## config.mk

```make
export PLATFORM = sky130hd
export DESIGN_NAME = pwr_ctrl
export DESIGN_NICKNAME = d
export VERILOG_FILES = /design/src/hdl/pwr_ctrl_pkg.sv /design/src/hdl/pwr_ctrl.sv
export VERILOG_INCLUDE_DIRS = /design/src /design/src/hdl
export SDC_FILE = /design/constraint.sdc
export NUM_CORES = 1
export LEC_CHECK = 0
export BUFFER_PORTS_ARGS = -buffer_cell sky130_fd_sc_hd__clkbuf_2
export CORE_MARGIN = 2
export CORE_UTILIZATION = 36
export CTS_CLUSTER_DIAMETER = 150
export DETAILED_ROUTE_END_ITERATION = 10
export PLACE_DENSITY_LB_ADDON = 0.12
export SETUP_SLACK_MARGIN = 0.05
export SYNTH_ARGS = -nofsm -noshare
export SYNTH_HDL_FRONTEND = slang
export SYNTH_SLANG_ARGS = --single-unit
```

## constraint.sdc

```tcl
create_clock -name sys_clk_in -period 3.2 [get_ports sys_clk_in]
set_input_delay 0.48 -clock sys_clk_in [delete_from_list [all_inputs] [get_ports sys_clk_in]]
set_output_delay 0.48 -clock sys_clk_in [all_outputs]
set_load 0.05 [all_outputs]
```

## src/hdl/pwr_ctrl_params.svh

```systemverilog
// Offsets, field positions, reset values and timing counts of pwr_ctrl
`ifndef PWR_CTRL_PARAMS_SVH
`define PWR_CTRL_PARAMS_SVH

`define CLK_PERIOD_NS     10
`define OFF_CMD           12'h000
`define OFF_MON_CFG       12'h004
`define OFF_PWR_STATUS    12'h008
`define OFF_BROWNOUT      12'h00c

`define CMD_SLEEP_BIT     0
`define CMD_DEEP_BIT      1
`define CMD_DOZE_BIT      2
`define CMD_RAM_OFF_BIT   3
`define CMD_OSC_OFF_BIT   4
`define CMD_NVM_OFF_BIT   5
`define CMD_SW_RESET_BIT  6

`define MON_EN_BIT        0
`define MON_LVL_LSB       1
`define MON_RST_EN_BIT    4
`define MON_IRQ_ENTER_BIT 5
`define MON_IRQ_EXIT_BIT  6
`define MON_CFG_RESET     7'h13

`define MON_APPLY_MAX_NS  3300
`define MON_APPLY_CYC     (`MON_APPLY_MAX_NS / `CLK_PERIOD_NS)
`define CHIP_RESET_CYC    16

`endif

```

## src/hdl/pwr_ctrl_pkg.sv

```systemverilog
// Types shared by the power-mode controller
package pwr_ctrl_pkg;

  typedef enum logic [4:0] {
    ST_RUN   = 5'b00001,
    ST_DOZE  = 5'b00010,
    ST_SLEEP = 5'b00100,
    ST_DEEP  = 5'b01000,
    ST_RESET = 5'b10000
  } pwr_state_e;

  // Brownout level codes: 1.95,2.0,2.1,2.2,2.3,2.4,2.7,3.0 V
  typedef struct packed {
    logic       irq_exit_en;
    logic       irq_enter_en;
    logic       reset_en;
    logic [2:0] level;
    logic       enable;
  } mon_cfg_s;

  typedef struct packed {
    logic from_deep;
    logic clk32k_ready;
    logic watchdog_cause;
    logic protocol_clk_on;
    logic analog_on;
    logic ram_retained;
    logic wake_done;
  } pwr_status_s;

endpackage

```

## src/hdl/pwr_ctrl.sv

```systemverilog
// Power-mode sequencer, supply monitor control and chip reset source
//
// The implementer's own choices: the APB register port and the placing of the registers.
`timescale 1ns/100ps
`include "pwr_ctrl_params.svh"
// What this block does
// - In sleep, hold every pin output value and pull-up enable unchanged.
// - Sleep request picks RAM off or on and 32 kHz oscillator off or on.
// - RAM off in sleep means image reload on wake; RAM on keeps contents.
// - Deep sleep powers down CPU, RAM, system and 32 kHz clocks, ext flash.
// - Ordinary sleep keeps external NVM powered unless commanded off before.
// - Sleep ends on pin, comparator or pulse counter interrupt, or on wake timer with the 32 kHz oscillator on.
// - Deep sleep ends only on reset line low or a pin level change.
// - Restart uses cold or warm entry depending on the sleep variant.
// - Doze stops only the CPU clock; all else stays powered and clocked.
// - Any enabled interrupt ends doze and restarts the CPU clock.
// - Readable power status bitmap with seven flags.
// - After reset the monitor is on, at 2.0 V, with brownout reset on.
// - Threshold is one of eight levels; monitor has its own enable bit.
// - Brownout chip reset is individually enabled.
// - Separately enabled interrupts on falling below and rising above.
// - New monitor settings take effect within 3.3 us.
// - Any reset or sleep restores monitor defaults.
// - Readable flag tells whether a brownout caused the last chip reset.
// - While enabled, a readable status shows supply above or below.
// - Software reset runs the full chip reset, like the reset line low.
module pwr_ctrl
  import pwr_ctrl_pkg::*;
(
  // Clock and reset
  input  wire logic        sys_clk_in,
  input  wire logic        rst_n_in,
  // APB slave
  input  wire logic        psel_in,
  input  wire logic        penable_in,
  input  wire logic        pwrite_in,
  input  wire logic [11:0] paddr_in,
  input  wire logic [31:0] pwdata_in,
  output logic [31:0]      prdata_out,
  output logic             pready_out,
  output logic             pslverr_out,
  // Pins and wake sources
  input  wire logic        external_reset_line_n_in,
  input  wire logic [7:0]  gp_pin_level_in,
  input  wire logic [7:0]  gp_pin_drive_in,
  input  wire logic [7:0]  gp_pin_pullup_in,
  input  wire logic        gp_pin_irq_in,
  input  wire logic        wake_timer_irq_in,
  input  wire logic        comparator_irq_in,
  input  wire logic        pulse_counter_irq_in,
  input  wire logic        any_enabled_irq_in,
  // Analog and status sources
  input  wire logic        supply_below_in,
  input  wire logic        analog_on_in,
  input  wire logic        protocol_clk_on_in,
  input  wire logic        watchdog_cause_in,
  input  wire logic        clk32k_ready_in,
  // Power and clock controls
  output logic [7:0]       gp_pin_drive_out,
  output logic [7:0]       gp_pin_pullup_out,
  output logic             cpu_clk_en_out,
  output logic             core_power_en_out,
  output logic             ram_power_en_out,
  output logic             osc32k_en_out,
  output logic             sys_clk_en_out,
  output logic             ext_nvm_power_en_out,
  output logic             image_reload_out,
  output logic             warm_start_out,
  output logic             chip_reset_out,
  // Supply voltage monitor
  output logic             mon_enable_out,
  output logic [2:0]       mon_level_out,
  output logic             brownout_enter_irq_out,
  output logic             brownout_exit_irq_out
);

  localparam int APPLY_BOUND = `MON_APPLY_CYC;

  pwr_state_e  state_r;
  mon_cfg_s    cfg_r;
  mon_cfg_s    applied_r;
  pwr_status_s status_r;
  logic        ram_off_r;
  logic        osc_off_r;
  logic        nvm_off_req_r;
  logic [7:0]  pin_snap_r;
  logic        below_r;
  logic        bo_cause_r;
  logic [4:0]  rst_cnt_r;
  logic [2:0]  lvl_req_r;
  logic        apb_req;
  logic        apb_wr;
  logic        cmd_wr;
  logic        bo_reset;
  logic        pin_change;
  logic        sleep_wake;
  logic        asleep;

  function automatic logic addr_hit(input logic [11:0] off);
    addr_hit = (paddr_in == off);
  endfunction

  assign apb_req = psel_in & penable_in & ~pready_out;
  assign apb_wr  = psel_in & penable_in & pready_out & pwrite_in;
  assign cmd_wr  = apb_wr & addr_hit(`OFF_CMD) & (state_r == ST_RUN);
  assign bo_reset = applied_r.enable & applied_r.reset_en & below_r;
  assign pin_change = (gp_pin_level_in != pin_snap_r);
  assign sleep_wake = gp_pin_irq_in | comparator_irq_in
                    | pulse_counter_irq_in
                    | (wake_timer_irq_in & ~osc_off_r);
  assign asleep = (state_r == ST_SLEEP) | (state_r == ST_DEEP);

  // APB answers one cycle into the access phase
  always_ff @(posedge sys_clk_in)
  begin
    if (!rst_n_in)
    begin
      pready_out  <= 1'b0;
      pslverr_out <= 1'b0;
      prdata_out  <= 32'h0;
    end
    else
    begin
      pready_out  <= apb_req;
      pslverr_out <= apb_req & ~(addr_hit(`OFF_CMD) | addr_hit(`OFF_MON_CFG)
                   | addr_hit(`OFF_PWR_STATUS) | addr_hit(`OFF_BROWNOUT));
      prdata_out  <= 32'h0;
      if (apb_req & ~pwrite_in)
      begin
        if (addr_hit(`OFF_MON_CFG))
          prdata_out <= {25'h0, cfg_r};
        else if (addr_hit(`OFF_PWR_STATUS))
          prdata_out <= {25'h0, status_r};
        else if (addr_hit(`OFF_BROWNOUT))
          prdata_out <= {30'h0, bo_cause_r, below_r};
      end
    end
  end

  // Mode sequencer
  always_ff @(posedge sys_clk_in)
  begin
    if (!rst_n_in)
    begin
      state_r   <= ST_RESET;
      rst_cnt_r <= 5'h0;
    end
    else
    begin
      case (state_r)
        ST_RUN:
        begin
          rst_cnt_r <= 5'h0;
          if (!external_reset_line_n_in | bo_reset)
            state_r <= ST_RESET;
          else if (cmd_wr & pwdata_in[`CMD_SW_RESET_BIT])
            state_r <= ST_RESET;
          else if (cmd_wr & pwdata_in[`CMD_DEEP_BIT])
            state_r <= ST_DEEP;
          else if (cmd_wr & pwdata_in[`CMD_SLEEP_BIT])
            state_r <= ST_SLEEP;
          else if (cmd_wr & pwdata_in[`CMD_DOZE_BIT])
            state_r <= ST_DOZE;
        end
        ST_DOZE:
          if (!external_reset_line_n_in | bo_reset)
            state_r <= ST_RESET;
          else if (any_enabled_irq_in)
            state_r <= ST_RUN;
        ST_SLEEP:
          if (!external_reset_line_n_in)
            state_r <= ST_RESET;
          else if (sleep_wake)
            state_r <= ST_RUN;
        ST_DEEP:
          if (!external_reset_line_n_in)
            state_r <= ST_RESET;
          else if (pin_change)
            state_r <= ST_RUN;
        ST_RESET:
        begin
          rst_cnt_r <= rst_cnt_r + 5'h1;
          if (rst_cnt_r == 5'(`CHIP_RESET_CYC - 1))
            state_r <= ST_RUN;
        end
        default:
          state_r <= ST_RESET;
      endcase
    end
  end

  // Sleep variant and NVM power-down command are latched at request
  always_ff @(posedge sys_clk_in)
  begin
    if (!rst_n_in)
    begin
      ram_off_r     <= 1'b0;
      osc_off_r     <= 1'b0;
      nvm_off_req_r <= 1'b0;
      pin_snap_r    <= 8'h0;
    end
    else
    begin
      if (cmd_wr)
      begin
        ram_off_r     <= pwdata_in[`CMD_RAM_OFF_BIT];
        osc_off_r     <= pwdata_in[`CMD_OSC_OFF_BIT];
        nvm_off_req_r <= nvm_off_req_r | pwdata_in[`CMD_NVM_OFF_BIT];
      end
      else if (state_r == ST_RESET)
        nvm_off_req_r <= 1'b0;
      if (state_r == ST_RUN)
        pin_snap_r <= gp_pin_level_in;
    end
  end

  // Pin state frozen while asleep
  always_ff @(posedge sys_clk_in)
  begin
    if (!rst_n_in)
    begin
      gp_pin_drive_out  <= 8'h0;
      gp_pin_pullup_out <= 8'hff;
    end
    else if (!asleep)
    begin
      gp_pin_drive_out  <= gp_pin_drive_in;
      gp_pin_pullup_out <= gp_pin_pullup_in;
    end
  end

  // Power and clock enables
  always_ff @(posedge sys_clk_in)
  begin
    if (!rst_n_in)
    begin
      cpu_clk_en_out       <= 1'b0;
      core_power_en_out    <= 1'b1;
      ram_power_en_out     <= 1'b1;
      osc32k_en_out        <= 1'b1;
      sys_clk_en_out       <= 1'b1;
      ext_nvm_power_en_out <= 1'b1;
      chip_reset_out       <= 1'b1;
    end
    else
    begin
      cpu_clk_en_out    <= (state_r == ST_RUN);
      core_power_en_out <= ~asleep;
      ram_power_en_out  <= ~((state_r == ST_DEEP)
                         | ((state_r == ST_SLEEP) & ram_off_r));
      osc32k_en_out     <= ~((state_r == ST_DEEP)
                         | ((state_r == ST_SLEEP) & osc_off_r));
      sys_clk_en_out    <= (state_r != ST_DEEP);
      ext_nvm_power_en_out <= ~((state_r == ST_DEEP)
                            | nvm_off_req_r);
      chip_reset_out    <= (state_r == ST_RESET);
    end
  end

  // Restart entry point and power status
  always_ff @(posedge sys_clk_in)
  begin
    if (!rst_n_in)
    begin
      warm_start_out   <= 1'b0;
      image_reload_out <= 1'b1;
      status_r         <= '0;
    end
    else
    begin
      status_r.analog_on       <= analog_on_in;
      status_r.protocol_clk_on <= protocol_clk_on_in;
      status_r.clk32k_ready    <= clk32k_ready_in;
      if (state_r == ST_RESET)
      begin
        warm_start_out          <= 1'b0;
        image_reload_out        <= 1'b1;
        status_r.wake_done      <= 1'b0;
        status_r.ram_retained   <= 1'b0;
        status_r.from_deep      <= 1'b0;
        status_r.watchdog_cause <= watchdog_cause_in;
      end
      else if ((state_r == ST_SLEEP) & sleep_wake
               & external_reset_line_n_in)
      begin
        warm_start_out        <= ~ram_off_r;
        image_reload_out      <= ram_off_r;
        status_r.wake_done    <= 1'b1;
        status_r.ram_retained <= ~ram_off_r;
        status_r.from_deep    <= 1'b0;
      end
      else if ((state_r == ST_DEEP) & pin_change
               & external_reset_line_n_in)
      begin
        warm_start_out        <= 1'b0;
        image_reload_out      <= 1'b1;
        status_r.wake_done    <= 1'b1;
        status_r.ram_retained <= 1'b0;
        status_r.from_deep    <= 1'b1;
      end
    end
  end

  // Monitor settings; defaults return on reset and on every sleep
  always_ff @(posedge sys_clk_in)
  begin
    if (!rst_n_in)
    begin
      cfg_r     <= mon_cfg_s'(`MON_CFG_RESET);
      applied_r <= mon_cfg_s'(`MON_CFG_RESET);
      lvl_req_r <= 3'h1;
    end
    else
    begin
      if ((state_r == ST_RESET) | asleep)
        cfg_r <= mon_cfg_s'(`MON_CFG_RESET);
      else if (apb_wr & addr_hit(`OFF_MON_CFG))
        cfg_r <= mon_cfg_s'(pwdata_in[6:0]);
      applied_r <= cfg_r;
      // Level last written, kept for the apply-time check
      if (apb_wr & addr_hit(`OFF_MON_CFG))
        lvl_req_r <= pwdata_in[3:1];
    end
  end

  // Below-threshold level, brownout events and reset cause
  always_ff @(posedge sys_clk_in)
  begin
    if (!rst_n_in)
    begin
      below_r                <= 1'b0;
      bo_cause_r             <= 1'b0;
      brownout_enter_irq_out <= 1'b0;
      brownout_exit_irq_out  <= 1'b0;
      mon_enable_out         <= 1'b1;
      mon_level_out          <= 3'h1;
    end
    else
    begin
      mon_enable_out <= applied_r.enable;
      mon_level_out  <= applied_r.level;
      below_r <= applied_r.enable & supply_below_in;
      brownout_enter_irq_out <= applied_r.irq_enter_en
                              & applied_r.enable
                              & supply_below_in & ~below_r;
      brownout_exit_irq_out  <= applied_r.irq_exit_en
                              & applied_r.enable
                              & ~supply_below_in & below_r;
      if ((state_r != ST_RESET) & bo_reset)
        bo_cause_r <= 1'b1;
      else if ((state_r != ST_RESET) & ~external_reset_line_n_in)
        bo_cause_r <= 1'b0;
      else if (cmd_wr & pwdata_in[`CMD_SW_RESET_BIT])
        bo_cause_r <= 1'b0;
    end
  end

  a_pin_hold: assert property (@(posedge sys_clk_in) disable iff (!rst_n_in)
    asleep ##1 asleep |-> $stable(gp_pin_drive_out)
      && $stable(gp_pin_pullup_out))
    else $error("pin state moved during sleep");

  a_deep_power: assert property (@(posedge sys_clk_in)
    disable iff (!rst_n_in)
    state_r == ST_DEEP |=> !ram_power_en_out && !osc32k_en_out
      && !sys_clk_en_out && !ext_nvm_power_en_out)
    else $error("deep sleep left a domain powered");

  a_sleep_nvm: assert property (@(posedge sys_clk_in)
    disable iff (!rst_n_in)
    state_r == ST_SLEEP && !nvm_off_req_r |=> ext_nvm_power_en_out)
    else $error("external memory lost power in sleep");

  a_doze_only_cpu: assert property (@(posedge sys_clk_in)
    disable iff (!rst_n_in)
    state_r == ST_DOZE |=> !cpu_clk_en_out && core_power_en_out
      && ram_power_en_out && sys_clk_en_out)
    else $error("doze gated more than the cpu clock");

  a_doze_wake: assert property (@(posedge sys_clk_in)
    disable iff (!rst_n_in)
    state_r == ST_DOZE && any_enabled_irq_in && external_reset_line_n_in
      && !bo_reset |-> ##2 cpu_clk_en_out)
    else $error("interrupt did not end doze");

  a_deep_stays: assert property (@(posedge sys_clk_in)
    disable iff (!rst_n_in)
    state_r == ST_DEEP && external_reset_line_n_in && !pin_change
      |=> state_r == ST_DEEP)
    else $error("deep sleep left without cause");

  a_warm_entry: assert property (@(posedge sys_clk_in)
    disable iff (!rst_n_in)
    state_r == ST_SLEEP && sleep_wake && external_reset_line_n_in
      |=> warm_start_out == !ram_off_r
        && image_reload_out == ram_off_r)
    else $error("wrong restart entry after sleep");

  a_cfg_apply: assert property (@(posedge sys_clk_in)
    disable iff (!rst_n_in)
    apb_wr && addr_hit(`OFF_MON_CFG) && state_r == ST_RUN
      |-> ##[1:APPLY_BOUND] mon_level_out == lvl_req_r)
    else $error("monitor level not applied in time");

  a_sleep_default: assert property (@(posedge sys_clk_in)
    disable iff (!rst_n_in)
    asleep |=> cfg_r == mon_cfg_s'(`MON_CFG_RESET))
    else $error("monitor defaults not restored");

  a_bo_reset: assert property (@(posedge sys_clk_in)
    disable iff (!rst_n_in)
    state_r == ST_RUN && bo_reset |-> ##2 chip_reset_out && bo_cause_r)
    else $error("brownout did not reset the chip");

  a_sw_reset: assert property (@(posedge sys_clk_in)
    disable iff (!rst_n_in)
    cmd_wr && pwdata_in[`CMD_SW_RESET_BIT] && external_reset_line_n_in
      && !bo_reset |-> ##2 chip_reset_out [*8])
    else $error("software reset too short");

  a_enter_irq: assert property (@(posedge sys_clk_in)
    disable iff (!rst_n_in)
    brownout_enter_irq_out |-> below_r && $past(applied_r.irq_enter_en))
    else $error("enter interrupt without cause");

endmodule

```

==> flow_summary.json, run 1 <==
{
  "overflow": 0,
  "cts.sinks": 83,
  "hp-class": "input port to flop",
  "fmax_mhz": 449.6,
  "cts_buffer_depth": 2,
  "dpl.hpwl_um": 5764,
  "rsz0062_at_grt": "no",
  "seq_area_frac_synth_pct": 48.15,
  "yosysUniqueCellTypes": 48,
  "final-max-slew-violation-count": 0,
  "cts.clk_slew.worst_paths_ps": 80,
  "nFillCells": 965,
  "via_per_inst": 4.536,
  "synth.ff_latch_count": 83,
  "async_reset_ff_share_pct": 0,
  "hold_viol_final": 0,
  "fin_crit_sh_pct": 69.51,
  "clock_skew_ps": 5.294,
  "slowest_stage": "nor3_2",
  "ff2ff_path_depth": 6,
  "fin_setup_tns_ps": 0,
  "grt_start_max_net_pins": 40,
  "worst_ir_drop_vdd_uv": 207.9,
  "firstDrtPassIters": 4,
  "multi_input_area_um2": 1608,
  "worstPathCellList": "nor2_1, nand3_1, nor3_2, o31a_1, o31ai_1, o211a_1",
  "synth_xor_area_share_pct": 2.030,
  "status": "completed",
  "vias": 2808,
  "maxSlewHeadroom_pct": 54.63,
  "whs_ps": 305.9,
  "core_um2": 9284,
  "critical_path.startpoint_type": "flop",
  "synth.cell_area_um2": 3451,
  "crit_required_ps": 3440,
  "syn_inst": 392,
  "p_per_area_nw_per_um2": 582.1,
  "track_usage_pct": 15.21,
  "drtIter0Drc": 79,
  "numCtsBuffers": 9,
  "path_class": "flop to flop",
  "rrSetupSlack_ps": 980,
  "placedCellCount": 603,
  "ys_warn_count": 0,
  "postSynthAreaPerCell_um2": 8.803,
  "io_pins": 149,
  "synth_simple_gate_area_share_pct": 26.25,
  "synth_edf_count": 0,
  "ant_nets": 0,
  "antenna_found_initial": 0,
  "postCtsResizedCells": 0,
  "synth-compound-area-share_pct": 11.60,
  "htreeDepth": 3,
  "crit_fanout": 11,
  "nets": 571,
  "drc": 0,
  "postCtsSetupBuffers": 0,
  "synthAdderAreaFrac_pct": 0.7252,
  "fin_cells": 619,
  "setup_viol": 0,
  "die_h_um": 101.9,
  "period_minus_slack_ps": 2224,
  "die_w_um": 101.9,
  "insertedDiodeCount": 0,
  "whs_path_depth": 2,
  "grt_pass1_wl_um": 12410,
  "port_buffers": 98,
  "grt_pass1_vias": 2597,
  "gp_congestion": 0.8614,
  "synth_top_family_by_area": "simple AND/OR/NAND/NOR gates",
  "wirelength_um": 7684,
  "cp-end-kind": "flop",
  "synthFlopType": "dfxtp_1",
  "synth.mux.area_fraction_pct": 3.263,
  "wl_per_cell_um": 12.41,
  "seq_area_um2": 1662,
  "max_slew.worst_pin.slew_ps": 680.5,
  "start_util_pct": 37.17,
  "die_area_um2": 10380,
  "drive_gt1_share_pct": 25.71,
  "cts-root-buf": "clkbuf_8",
  "leakagePower_nw": 1.852,
  "arrival_ps": 2470,
  "maxCapViolCount": 0,
  "fin_area_um2": 4150,
  "clk_latency_ps": 340,
  "max_stage_delay_ps": 660,
  "cts_tree": "done",
  "post_dp_cell_area_um2": 3948,
  "cts.hold.buffers_added": 0,
  "fp-row-count": 35,
  "area_delta_synth_final_pct": 20.27
}
-- cells in the mapped netlist (3+ instances only) --
library cell  number  area share [%]
a21oi_1           10             1.5
a22oi_1            9             2.0
nand4_1            3            0.54
clkbuf_1          15             1.6
nand2_1           69             7.5
inv_1              3            0.33
nand3_1           18             2.6
a21boi_0          17             3.7
nor2b_1           11             2.0
and2_1            13             2.4
o31ai_1            3            0.65
nor2_1            34             3.7
a31oi_1            3            0.54
nand2b_1           6             1.1
xor2_1             8             2.0
dfxtp_1           83              48
buf_4             25             5.4
mux2i_1            9             2.6
o21ai_0            7             1.0
nor4_1             4            0.73
nor3_1             5            0.73
and3_1             4            0.73
-- final cells by class --
cell class,instances,share of cell area [%]
Sequential cell,83,40.04
Multi-Input combinational cell,288,38.74
Timing Repair Buffer,100,12.18
Tap cell,129,3.889
Clock buffer,11,3.407
Clock inverter,5,1.477
Inverter,3,0.2713
-- flip-flops by register name, indices dropped and copies added, names as in the netlist, 3 cells and up --
name               flops
state_r                5
rst_cnt_r              5
gp_pin_pullup_out      8
mon_level_out          3
gp_pin_drive_out       8
applied_r              7
prdata_out             7
cfg_r                  7
status_r               6
pin_snap_r             8
-- report_power, final --
part / internal, W / switching [W]
combinational: 0.000157 / 0.000363
clock: 0.000385 / 0.000372
sequential: 0.00109 / 0.0000496
-- path summary, 6_finish.rpt --
| kind | from | end |
|---|---|---|
| worst max-delay path | state_r[4] | state_r[1] |
| worst min-delay path | supply_below_in | brownout_exit_irq_out |
| worst max register to register | state_r[4] | state_r[1] |
| worst min register to register | applied_r[1] | mon_level_out[0] |
-- logic make-up after synthesis --
logic type | count (synthesis)
xor gates and xnor gates | 8
AOI/OAI and AO/OA | 59
other | 1
and+or+nand+nor | 183
DFF | 83
muxes | 11
adders and majority gates | 2
buffers and inverters | 45
-- through the flow --
stage,total power (W),worst slack (ps),util (%)
2_1_floorplan,0.001576,1187,-
3_3_place_gp,0.001683,920.7,42.52
3_5_place_dp,0.001685,948.4,42.52
4_1_cts,0.002453,933.5,44.70
5_1_grt,0.002551,729.4,44.70
6_report,0.002416,975.6,44.70
-- layer usage --
metal	vias to the layer above	GRT usage [%]	wire length, um
met3	11	4.378	522
met4	0	5.744	113
li1	1461	-	-
met5	-	0	0
met1	1252	20.35	3625
met2	84	23.38	3423
-- placed cells by master, fill, tap and decap left out, types with 2 or more instances in the layout --
cell / n
nor2b_1: 11
ha_1: 2
nor4_1: 4
conb_1: 25
buf_4: 2
mux2i_1: 9
nand2_1: 69
nand2b_1: 6
xor2_1: 8
and2_1: 13
o21bai_1: 2
nor4_2: 2
o21ai_0: 7
clkinvlp_4: 3
a31oi_1: 3
a22oi_1: 9
dfxtp_1: 83
a21oi_1: 10
nor2_1: 34
clkbuf_8: 10
inv_1: 3
o31ai_1: 3
a21boi_0: 17
nor3_1: 5
o21a_1: 2
and3_1: 4
nand3_1: 18
nor4b_1: 2
nor3_2: 2
mux2_2: 2
clkbuf_2: 98
nand4_1: 3
-- critical path, delay by kind of cell, from the launching register on --
| kind | cells | cell delay (ps) |
|---|---|---|
| AOI/OAI and AO/OA | 3 | 450 |
| DFF | 1 | 400 |
| and+or+nand+nor | 3 | 1280 |
Power figures use the tool's default switching activity.
==> inputs of run 2 (changes only) <==
--- a/config.mk
+++ b/config.mk
@@ -6,6 +6,7 @@
 export SDC_FILE = /design/constraint.sdc
 export NUM_CORES = 1
 export LEC_CHECK = 0
+export ABC_AREA = 1
 export BUFFER_PORTS_ARGS = -buffer_cell sky130_fd_sc_hd__clkbuf_2
 export CORE_MARGIN = 2
 export CORE_UTILIZATION = 36
==> constraint.sdc (replaced) <==
create_clock -name sys_clk_in -period 2.1 [get_ports sys_clk_in]
set_input_delay 0.315 -clock sys_clk_in [delete_from_list [all_inputs] [get_ports sys_clk_in]]
set_output_delay 0.315 -clock sys_clk_in [all_outputs]
set_load 0.05 [all_outputs]
==> flow_summary.json, run 2 <==
{
  "syn_inst": 465,
  "start_util_pct": 37.22,
  "nets": 652,
  "grt_pass1_vias": 2983,
  "die_w_um": 104.5,
  "synth-compound-area-share_pct": 10.08,
  "crit_fanout": 5,
  "async_reset_ff_share_pct": 0,
  "ant_nets": 0,
  "numCtsBuffers": 9,
  "worstPathCellList": "ha_1, inv_1, nor3_1, ha_1, or2_1, nand3_2, nor2_2, nand2_4, o21ai_1, inv_1",
  "synthAdderAreaFrac_pct": 0.6878,
  "fin_setup_tns_ps": 0,
  "yosysUniqueCellTypes": 43,
  "critical_path.startpoint_type": "flop",
  "die_area_um2": 10930,
  "slowest_stage": "dfxtp_1",
  "wl_per_cell_um": 11.52,
  "cts.clk_slew.worst_paths_ps": 80,
  "final_common_cell": "clkbuf_2",
  "ys_warn_count": 0,
  "worst_ir_drop_vdd_uv": 489.1,
  "synth_xor_area_share_pct": 1.685,
  "port_buffers": 98,
  "path_delay_family": "simple AND/OR/NAND/NOR gates",
  "drtIter0Drc": 146,
  "hp-class": "input port to flop",
  "p_sw_w": 0.001585,
  "cp-end-kind": "flop",
  "ff2ff_path_depth": 10,
  "ys_top_cells_by_area": "dfxtp_1 (46%), nand2_1 (8.0%), nor2_1 (6.8%)",
  "period_minus_slack_ps": 1714,
  "reg_top3": "gp_pin_drive_out (8), gp_pin_pullup_out (8), pin_snap_r (8)",
  "arrival_ps": 1960,
  "track_usage_pct": 15.63,
  "postCtsSetupBuffers": 0,
  "antenna_found_initial": 0,
  "synth_simple_gate_area_share_pct": 28.89,
  "area_delta_synth_final_pct": 21.63,
  "postCtsResizedCells": 0,
  "endpoint": "state_r[0]",
  "insertedDiodeCount": 0,
  "post-synth-top-count-cell": "dfxtp_1",
  "io_pins": 149,
  "cts_tree": "done",
  "clk_latency_ps": 350,
  "core_um2": 9774,
  "intPower_w": 0.002907,
  "seq_area_frac_synth_pct": 45.67,
  "yosys.area.top_type": "dfxtp_1",
  "hold_viol_final": 0,
  "status": "completed",
  "min-delay-start": "protocol_clk_on_in",
  "rr_endpoint": "state_r[0]",
  "synth.cell_area_um2": 3638,
  "cts.hold.buffers_added": 0,
  "path_class": "flop to flop",
  "drive_gt1_share_pct": 26.44,
  "max_stage_delay_ps": 380,
  "firstDrtPassIters": 4,
  "htreeDepth": 3,
  "gp_congestion": 0.8328,
  "worst-path-buf-inv": 2,
  "rsz0062_at_grt": "no",
  "switching_share_pct": 35.28,
  "final_cell_mix": "clkbuf_2 (98), dfxtp_1 (83), nand2_1 (78)",
  "crit_required_ps": 2350,
  "cts.sinks": 83,
  "grt_pass1_wl_um": 13720,
  "postSynthAreaPerCell_um2": 7.825,
  "vias": 3137,
  "p_total_w": 0.004493,
  "dpl.hpwl_um": 6216,
  "drc": 0,
  "setup_viol": 0,
  "pwr-share-seq_pct": 40.2,
  "fp-row-count": 36,
  "leakagePower_nw": 2.207,
  "fin_crit_sh_pct": 81.60,
  "synth_top_area_share_pct": 45.67,
  "clock_skew_ps": 10.42,
  "worstSetupStartpoint": "rst_cnt_r[0]",
  "synthFlopType": "dfxtp_1",
  "maxCapViolCount": 0,
  "via_per_inst": 4.456,
  "comb_power_share_pct": 28.5,
  "r2r-start": "rst_cnt_r[0]",
  "synth_top_family_by_area": "simple AND/OR/NAND/NOR gates",
  "grt_start_max_net_pins": 31,
  "path_depth": 10,
  "final-max-slew-violation-count": 0,
  "cts-root-buf": "clkbuf_8",
  "final_core_util_pct": 45.28,
  "ys_top_cells_by_count": "dfxtp_1 (83), nand2_1 (78), nor2_1 (66), inv_1 (55), o21ai_0 (28)",
  "die_h_um": 104.5,
  "fmax_mhz": 583.6,
  "wirelength_um": 8107,
  "rrSetupSlack_ps": 390,
  "synth.mux.area_fraction_pct": 0,
  "p_per_area_nw_per_um2": 1015,
  "overflow": 0,
  "synth_edf_count": 0,
  "pwr-share-clk_pct": 31.3,
  "synth.ff_latch_count": 83,
  "cts_buffer_depth": 2,
  "nFillCells": 1037
}
-- run 2: tightest hold or removal path: stages --
cell and delay, ps:
clkbuf_2 70, nand2_1 40, inv_1 40
-- run 2: cells by family (layout without fill, tap and decap cells) --
| logic type | count (synthesis) | in the layout |
|---|---|---|
| other | 1 | 25 |
| buffers and inverters | 97 | 179 |
| XOR/XNOR | 7 | 7 |
| adder cells (fa/ha/maj) | 2 | 2 |
| flip-flops | 83 | 83 |
| AND/OR/NAND/NOR | 212 | 212 |
| AO/OA/AOI/OAI | 63 | 63 |
-- run 2: layout make-up --
| type | count | area (um^2) | area share, % |
|---|---|---|---|
| tap | 133 | 166.4 | 3.760 |
| clock buffer | 11 | 141.4 | 3.195 |
| inverter | 61 | 229.0 | 5.174 |
| timing repair buffer | 102 | 520.5 | 11.76 |
| clock inverter | 5 | 108.9 | 2.460 |
| sequential | 83 | 1662 | 37.55 |
| multi-input combinational | 309 | 1598 | 36.10 |
-- run 2: worst min path at each step --
| stage | endpoint | slack, ps | cells past startpoint |
|---|---|---|---|
| 5_1_grt | status_r[2] | 130 | 3 |
| 3_3_place_gp | mon_level_out[0] | 400 | 1 |
| 6_report | status_r[3] | 140 | 3 |
| 3_5_place_dp | mon_level_out[2] | 400 | 2 |
| 4_1_cts | status_r[3] | 130 | 3 |
| 2_1_floorplan | mon_level_out[1] | 390 | 2 |
-- run 2: power by group through the flow --
stage / Sequential [W] / Combinational [W] / Clock, W
2_1_floorplan: 0.00198 / 0.000880 / 0
3_3_place_gp: 0.00184 / 0.00128 / 0
3_5_place_dp: 0.00184 / 0.00128 / 0
4_1_cts: 0.00181 / 0.00129 / 0.00145
5_1_grt: 0.00183 / 0.00145 / 0.00153
6_report: 0.00181 / 0.00128 / 0.00141
-- run 2: metrics by stage --
step / instance area, um^2 / hold WS (ps) / std cells / worst slack (ps)
2_1_floorplan: 3729 / 390.5 / 489 / 330.7
3_3_place_gp: 4175 / 399.0 / 688 / 445.6
3_5_place_dp: 4175 / 400.3 / 688 / 401.7
4_1_cts: 4425 / 127.6 / 704 / 392.6
5_1_grt: 4425 / 133.8 / 704 / 242.4
6_report: 4425 / 140.6 / 704 / 386.5
-- run 2: layer usage --
metal / wire (um) / share of wire [%] / up-vias / GRT usage [%]
met1: 3655 / 45 / 1393 / 20.16
met2: 3709 / 46 / 109 / 25.30
met3: 611 / 7.5 / 12 / 3.431
met4: 130 / 1.6 / 0 / 6.371
met5: 0 / 0 / - / 0
li1: - / - / 1623 / -
==> inputs of run 3 (changes only) <==
--- a/config.mk
+++ b/config.mk
@@ -6,7 +6,7 @@
 export SDC_FILE = /design/constraint.sdc
 export NUM_CORES = 1
 export LEC_CHECK = 0
-export ABC_AREA = 1
+export ABC_AREA = 0
 export BUFFER_PORTS_ARGS = -buffer_cell sky130_fd_sc_hd__clkbuf_2
 export CORE_MARGIN = 2
 export CORE_UTILIZATION = 36
==> constraint.sdc (replaced) <==
create_clock -name sys_clk_in -period 1.6 [get_ports sys_clk_in]
set_input_delay 0.24 -clock sys_clk_in [delete_from_list [all_inputs] [get_ports sys_clk_in]]
set_output_delay 0.24 -clock sys_clk_in [all_outputs]
set_load 0.05 [all_outputs]
==> flow_summary.json, run 3 (synthesis results as in run 1) <==
{
  "area_delta_synth_final_pct": 38.25,
  "max_stage_delay_ps": 340,
  "maxCapViolCount": 0,
  "critical_path.startpoint_type": "flop",
  "wl_per_cell_um": 12.20,
  "switching_share_pct": 33.36,
  "clock_skew_ps": 6.630,
  "dpl.hpwl_um": 6032,
  "grt_pass1_wl_um": 13400,
  "core_um2": 9284,
  "hold_viol_final": 0,
  "track_usage_pct": 16.38,
  "pwr-share-seq_pct": 42.4,
  "p_per_area_nw_per_um2": 1114,
  "antenna_found_initial": 0,
  "cts.clk_slew.worst_paths_ps": 90,
  "p_sw_w": 0.001773,
  "htreeDepth": 3,
  "vias": 3036,
  "status": "finished, violations left",
  "io_pins": 149,
  "reg_top3": "gp_pin_drive_out (8), gp_pin_pullup_out (8), pin_snap_r (8)",
  "whs_ps": 55.29,
  "cts_buffer_depth": 2,
  "cts-root-buf": "clkbuf_8",
  "worst-path-buf-inv": 1,
  "fin_crit_sh_pct": 108.4,
  "grt_pass1_vias": 2889,
  "cts.hold.buffers_added": 0,
  "die_area_um2": 10380,
  "violations": "negative setup slack",
  "worstPathCellList": "xor2_2, nor4_2, buf_4, and4_4, nor3_4, and2_4, o211a_1",
  "worst_ir_drop_vdd_uv": 546.7,
  "gp_congestion": 0.8859,
  "final.setup.worst_slack_ps": -134.1,
  "die_w_um": 101.9,
  "path_class": "flop to flop",
  "nets": 623,
  "insertedDiodeCount": 0,
  "firstDrtPassIters": 4,
  "grt_start_max_net_pins": 65,
  "slowest_stage": "dfxtp_2",
  "final_common_cell": "clkbuf_2",
  "crit_fanout": 4,
  "clk_latency_ps": 350,
  "overflow": 0,
  "final_cell_mix": "clkbuf_2 (98), dfxtp_1 (79), nand2_1 (69)",
  "via_per_inst": 4.525,
  "place_worst_setup_slack_ps": -280.2,
  "cts.sinks": 83,
  "leakagePower_nw": 2.190,
  "drtIter0Drc": 95,
  "ant_nets": 0,
  "cts_tree": "done",
  "path_delay_family": "simple AND/OR/NAND/NOR gates",
  "drc": 0,
  "fmax_mhz": 576.7,
  "hp-class": "input port to flop",
  "pwr-share-clk_pct": 29.3,
  "wirelength_um": 8187,
  "rsz0062_at_grt": "yes",
  "multi_input_area_um2": 1777,
  "fp-row-count": 35,
  "final-max-slew-violation-count": 0,
  "start_util_pct": 37.17,
  "die_h_um": 101.9,
  "post_dp_cell_area_um2": 4372,
  "period_minus_slack_ps": 1734,
  "drive_gt1_share_pct": 38.56,
  "arrival_ps": 1980,
  "numCtsBuffers": 9,
  "crit_required_ps": 1850,
  "cp-end-kind": "flop",
  "port_buffers": 98,
  "comb_power_share_pct": 28.3,
  "fin_setup_tns_ps": -414.3,
  "seq_area_um2": 1672,
  "intPower_w": 0.003541,
  "nFillCells": 938,
  "setup_viol": 6,
  "fin_area_um2": 4771
}
run 3: changes by cell type in the layout (fill, tap and decap cells not counted), sizes merged, moves of 13 or more:
cell / previous run / this run
inv: 62 / 8
nor2: 76 / 34
nand2: 85 / 69
and2: 0 / 13
a21boi: 0 / 17
buf: 4 / 54
o21ai: 30 / 8
run 3: cell type report:
class,instances,share of cell area (%)
multi-input cells,288,37.24
inverters,3,0.2360
well taps,129,3.383
flip-flops and latches,83,35.04
clock inverters,7,1.705
clock buffers,9,2.596
repair buffers,152,19.80
run 3: final timing paths:
kind                         from               endpoint  slack (ps)  cells past startpoint
setup / recovery    pin_snap_r[0]             state_r[1]        -130                      7
hold / removal    supply_below_in  brownout_exit_irq_out          60                      2
setup reg to reg    pin_snap_r[0]             state_r[1]        -130                      7
hold reg to reg      applied_r[1]       mon_level_out[0]         410                      1
run 3: repair_timing:
action | in CTS | in global routing
resized for setup | 19 | 21
pin swaps | 9 | 8
endpoints found under the hold margin | 0 | 0
buffers inserted | 1 | 4
setup endpoints to repair | 15 | 41
run 3: worst register-to-register path, cell delays in order (launching register included):
cell and delay, ps:
dfxtp_2 340, xor2_2 140, nor4_2 310, buf_4 170, and4_4 250, nor3_4 50
and2_4 180, o211a_1 190
run 3: layer usage:
layer / up-vias / routed length, um / global-route usage [%]
li1: 1576 / - / -
met1: 1368 / 3555 / 20.29
met2: 84 / 4031 / 27.78
met3: 8 / 502 / 4.651
met4: 0 / 98 / 4.923
met5: - / 0 / 0
run 3: metrics by stage:
stage / power (W) / cells / utilization (%)
3_5_place_dp: 0.003676 / 651 / 47.09
6_report: 0.005314 / 671 / 51.39
2_1_floorplan: 0.003172 / 416 / -
4_1_cts: 0.005314 / 668 / 50.22
3_3_place_gp: 0.003666 / 651 / 47.09
5_1_grt: 0.005590 / 671 / 51.39
run 3: power by group through the flow:
stage	combinational, W	clock (W)	sequential [W]
finish	0.00150	0.00156	0.00225
CTS	0.00146	0.00161	0.00225
floorplan	0.000738	0	0.00243
global route	0.00164	0.00169	0.00227
detailed placement	0.00138	0	0.00230
global placement	0.00137	0	0.00230
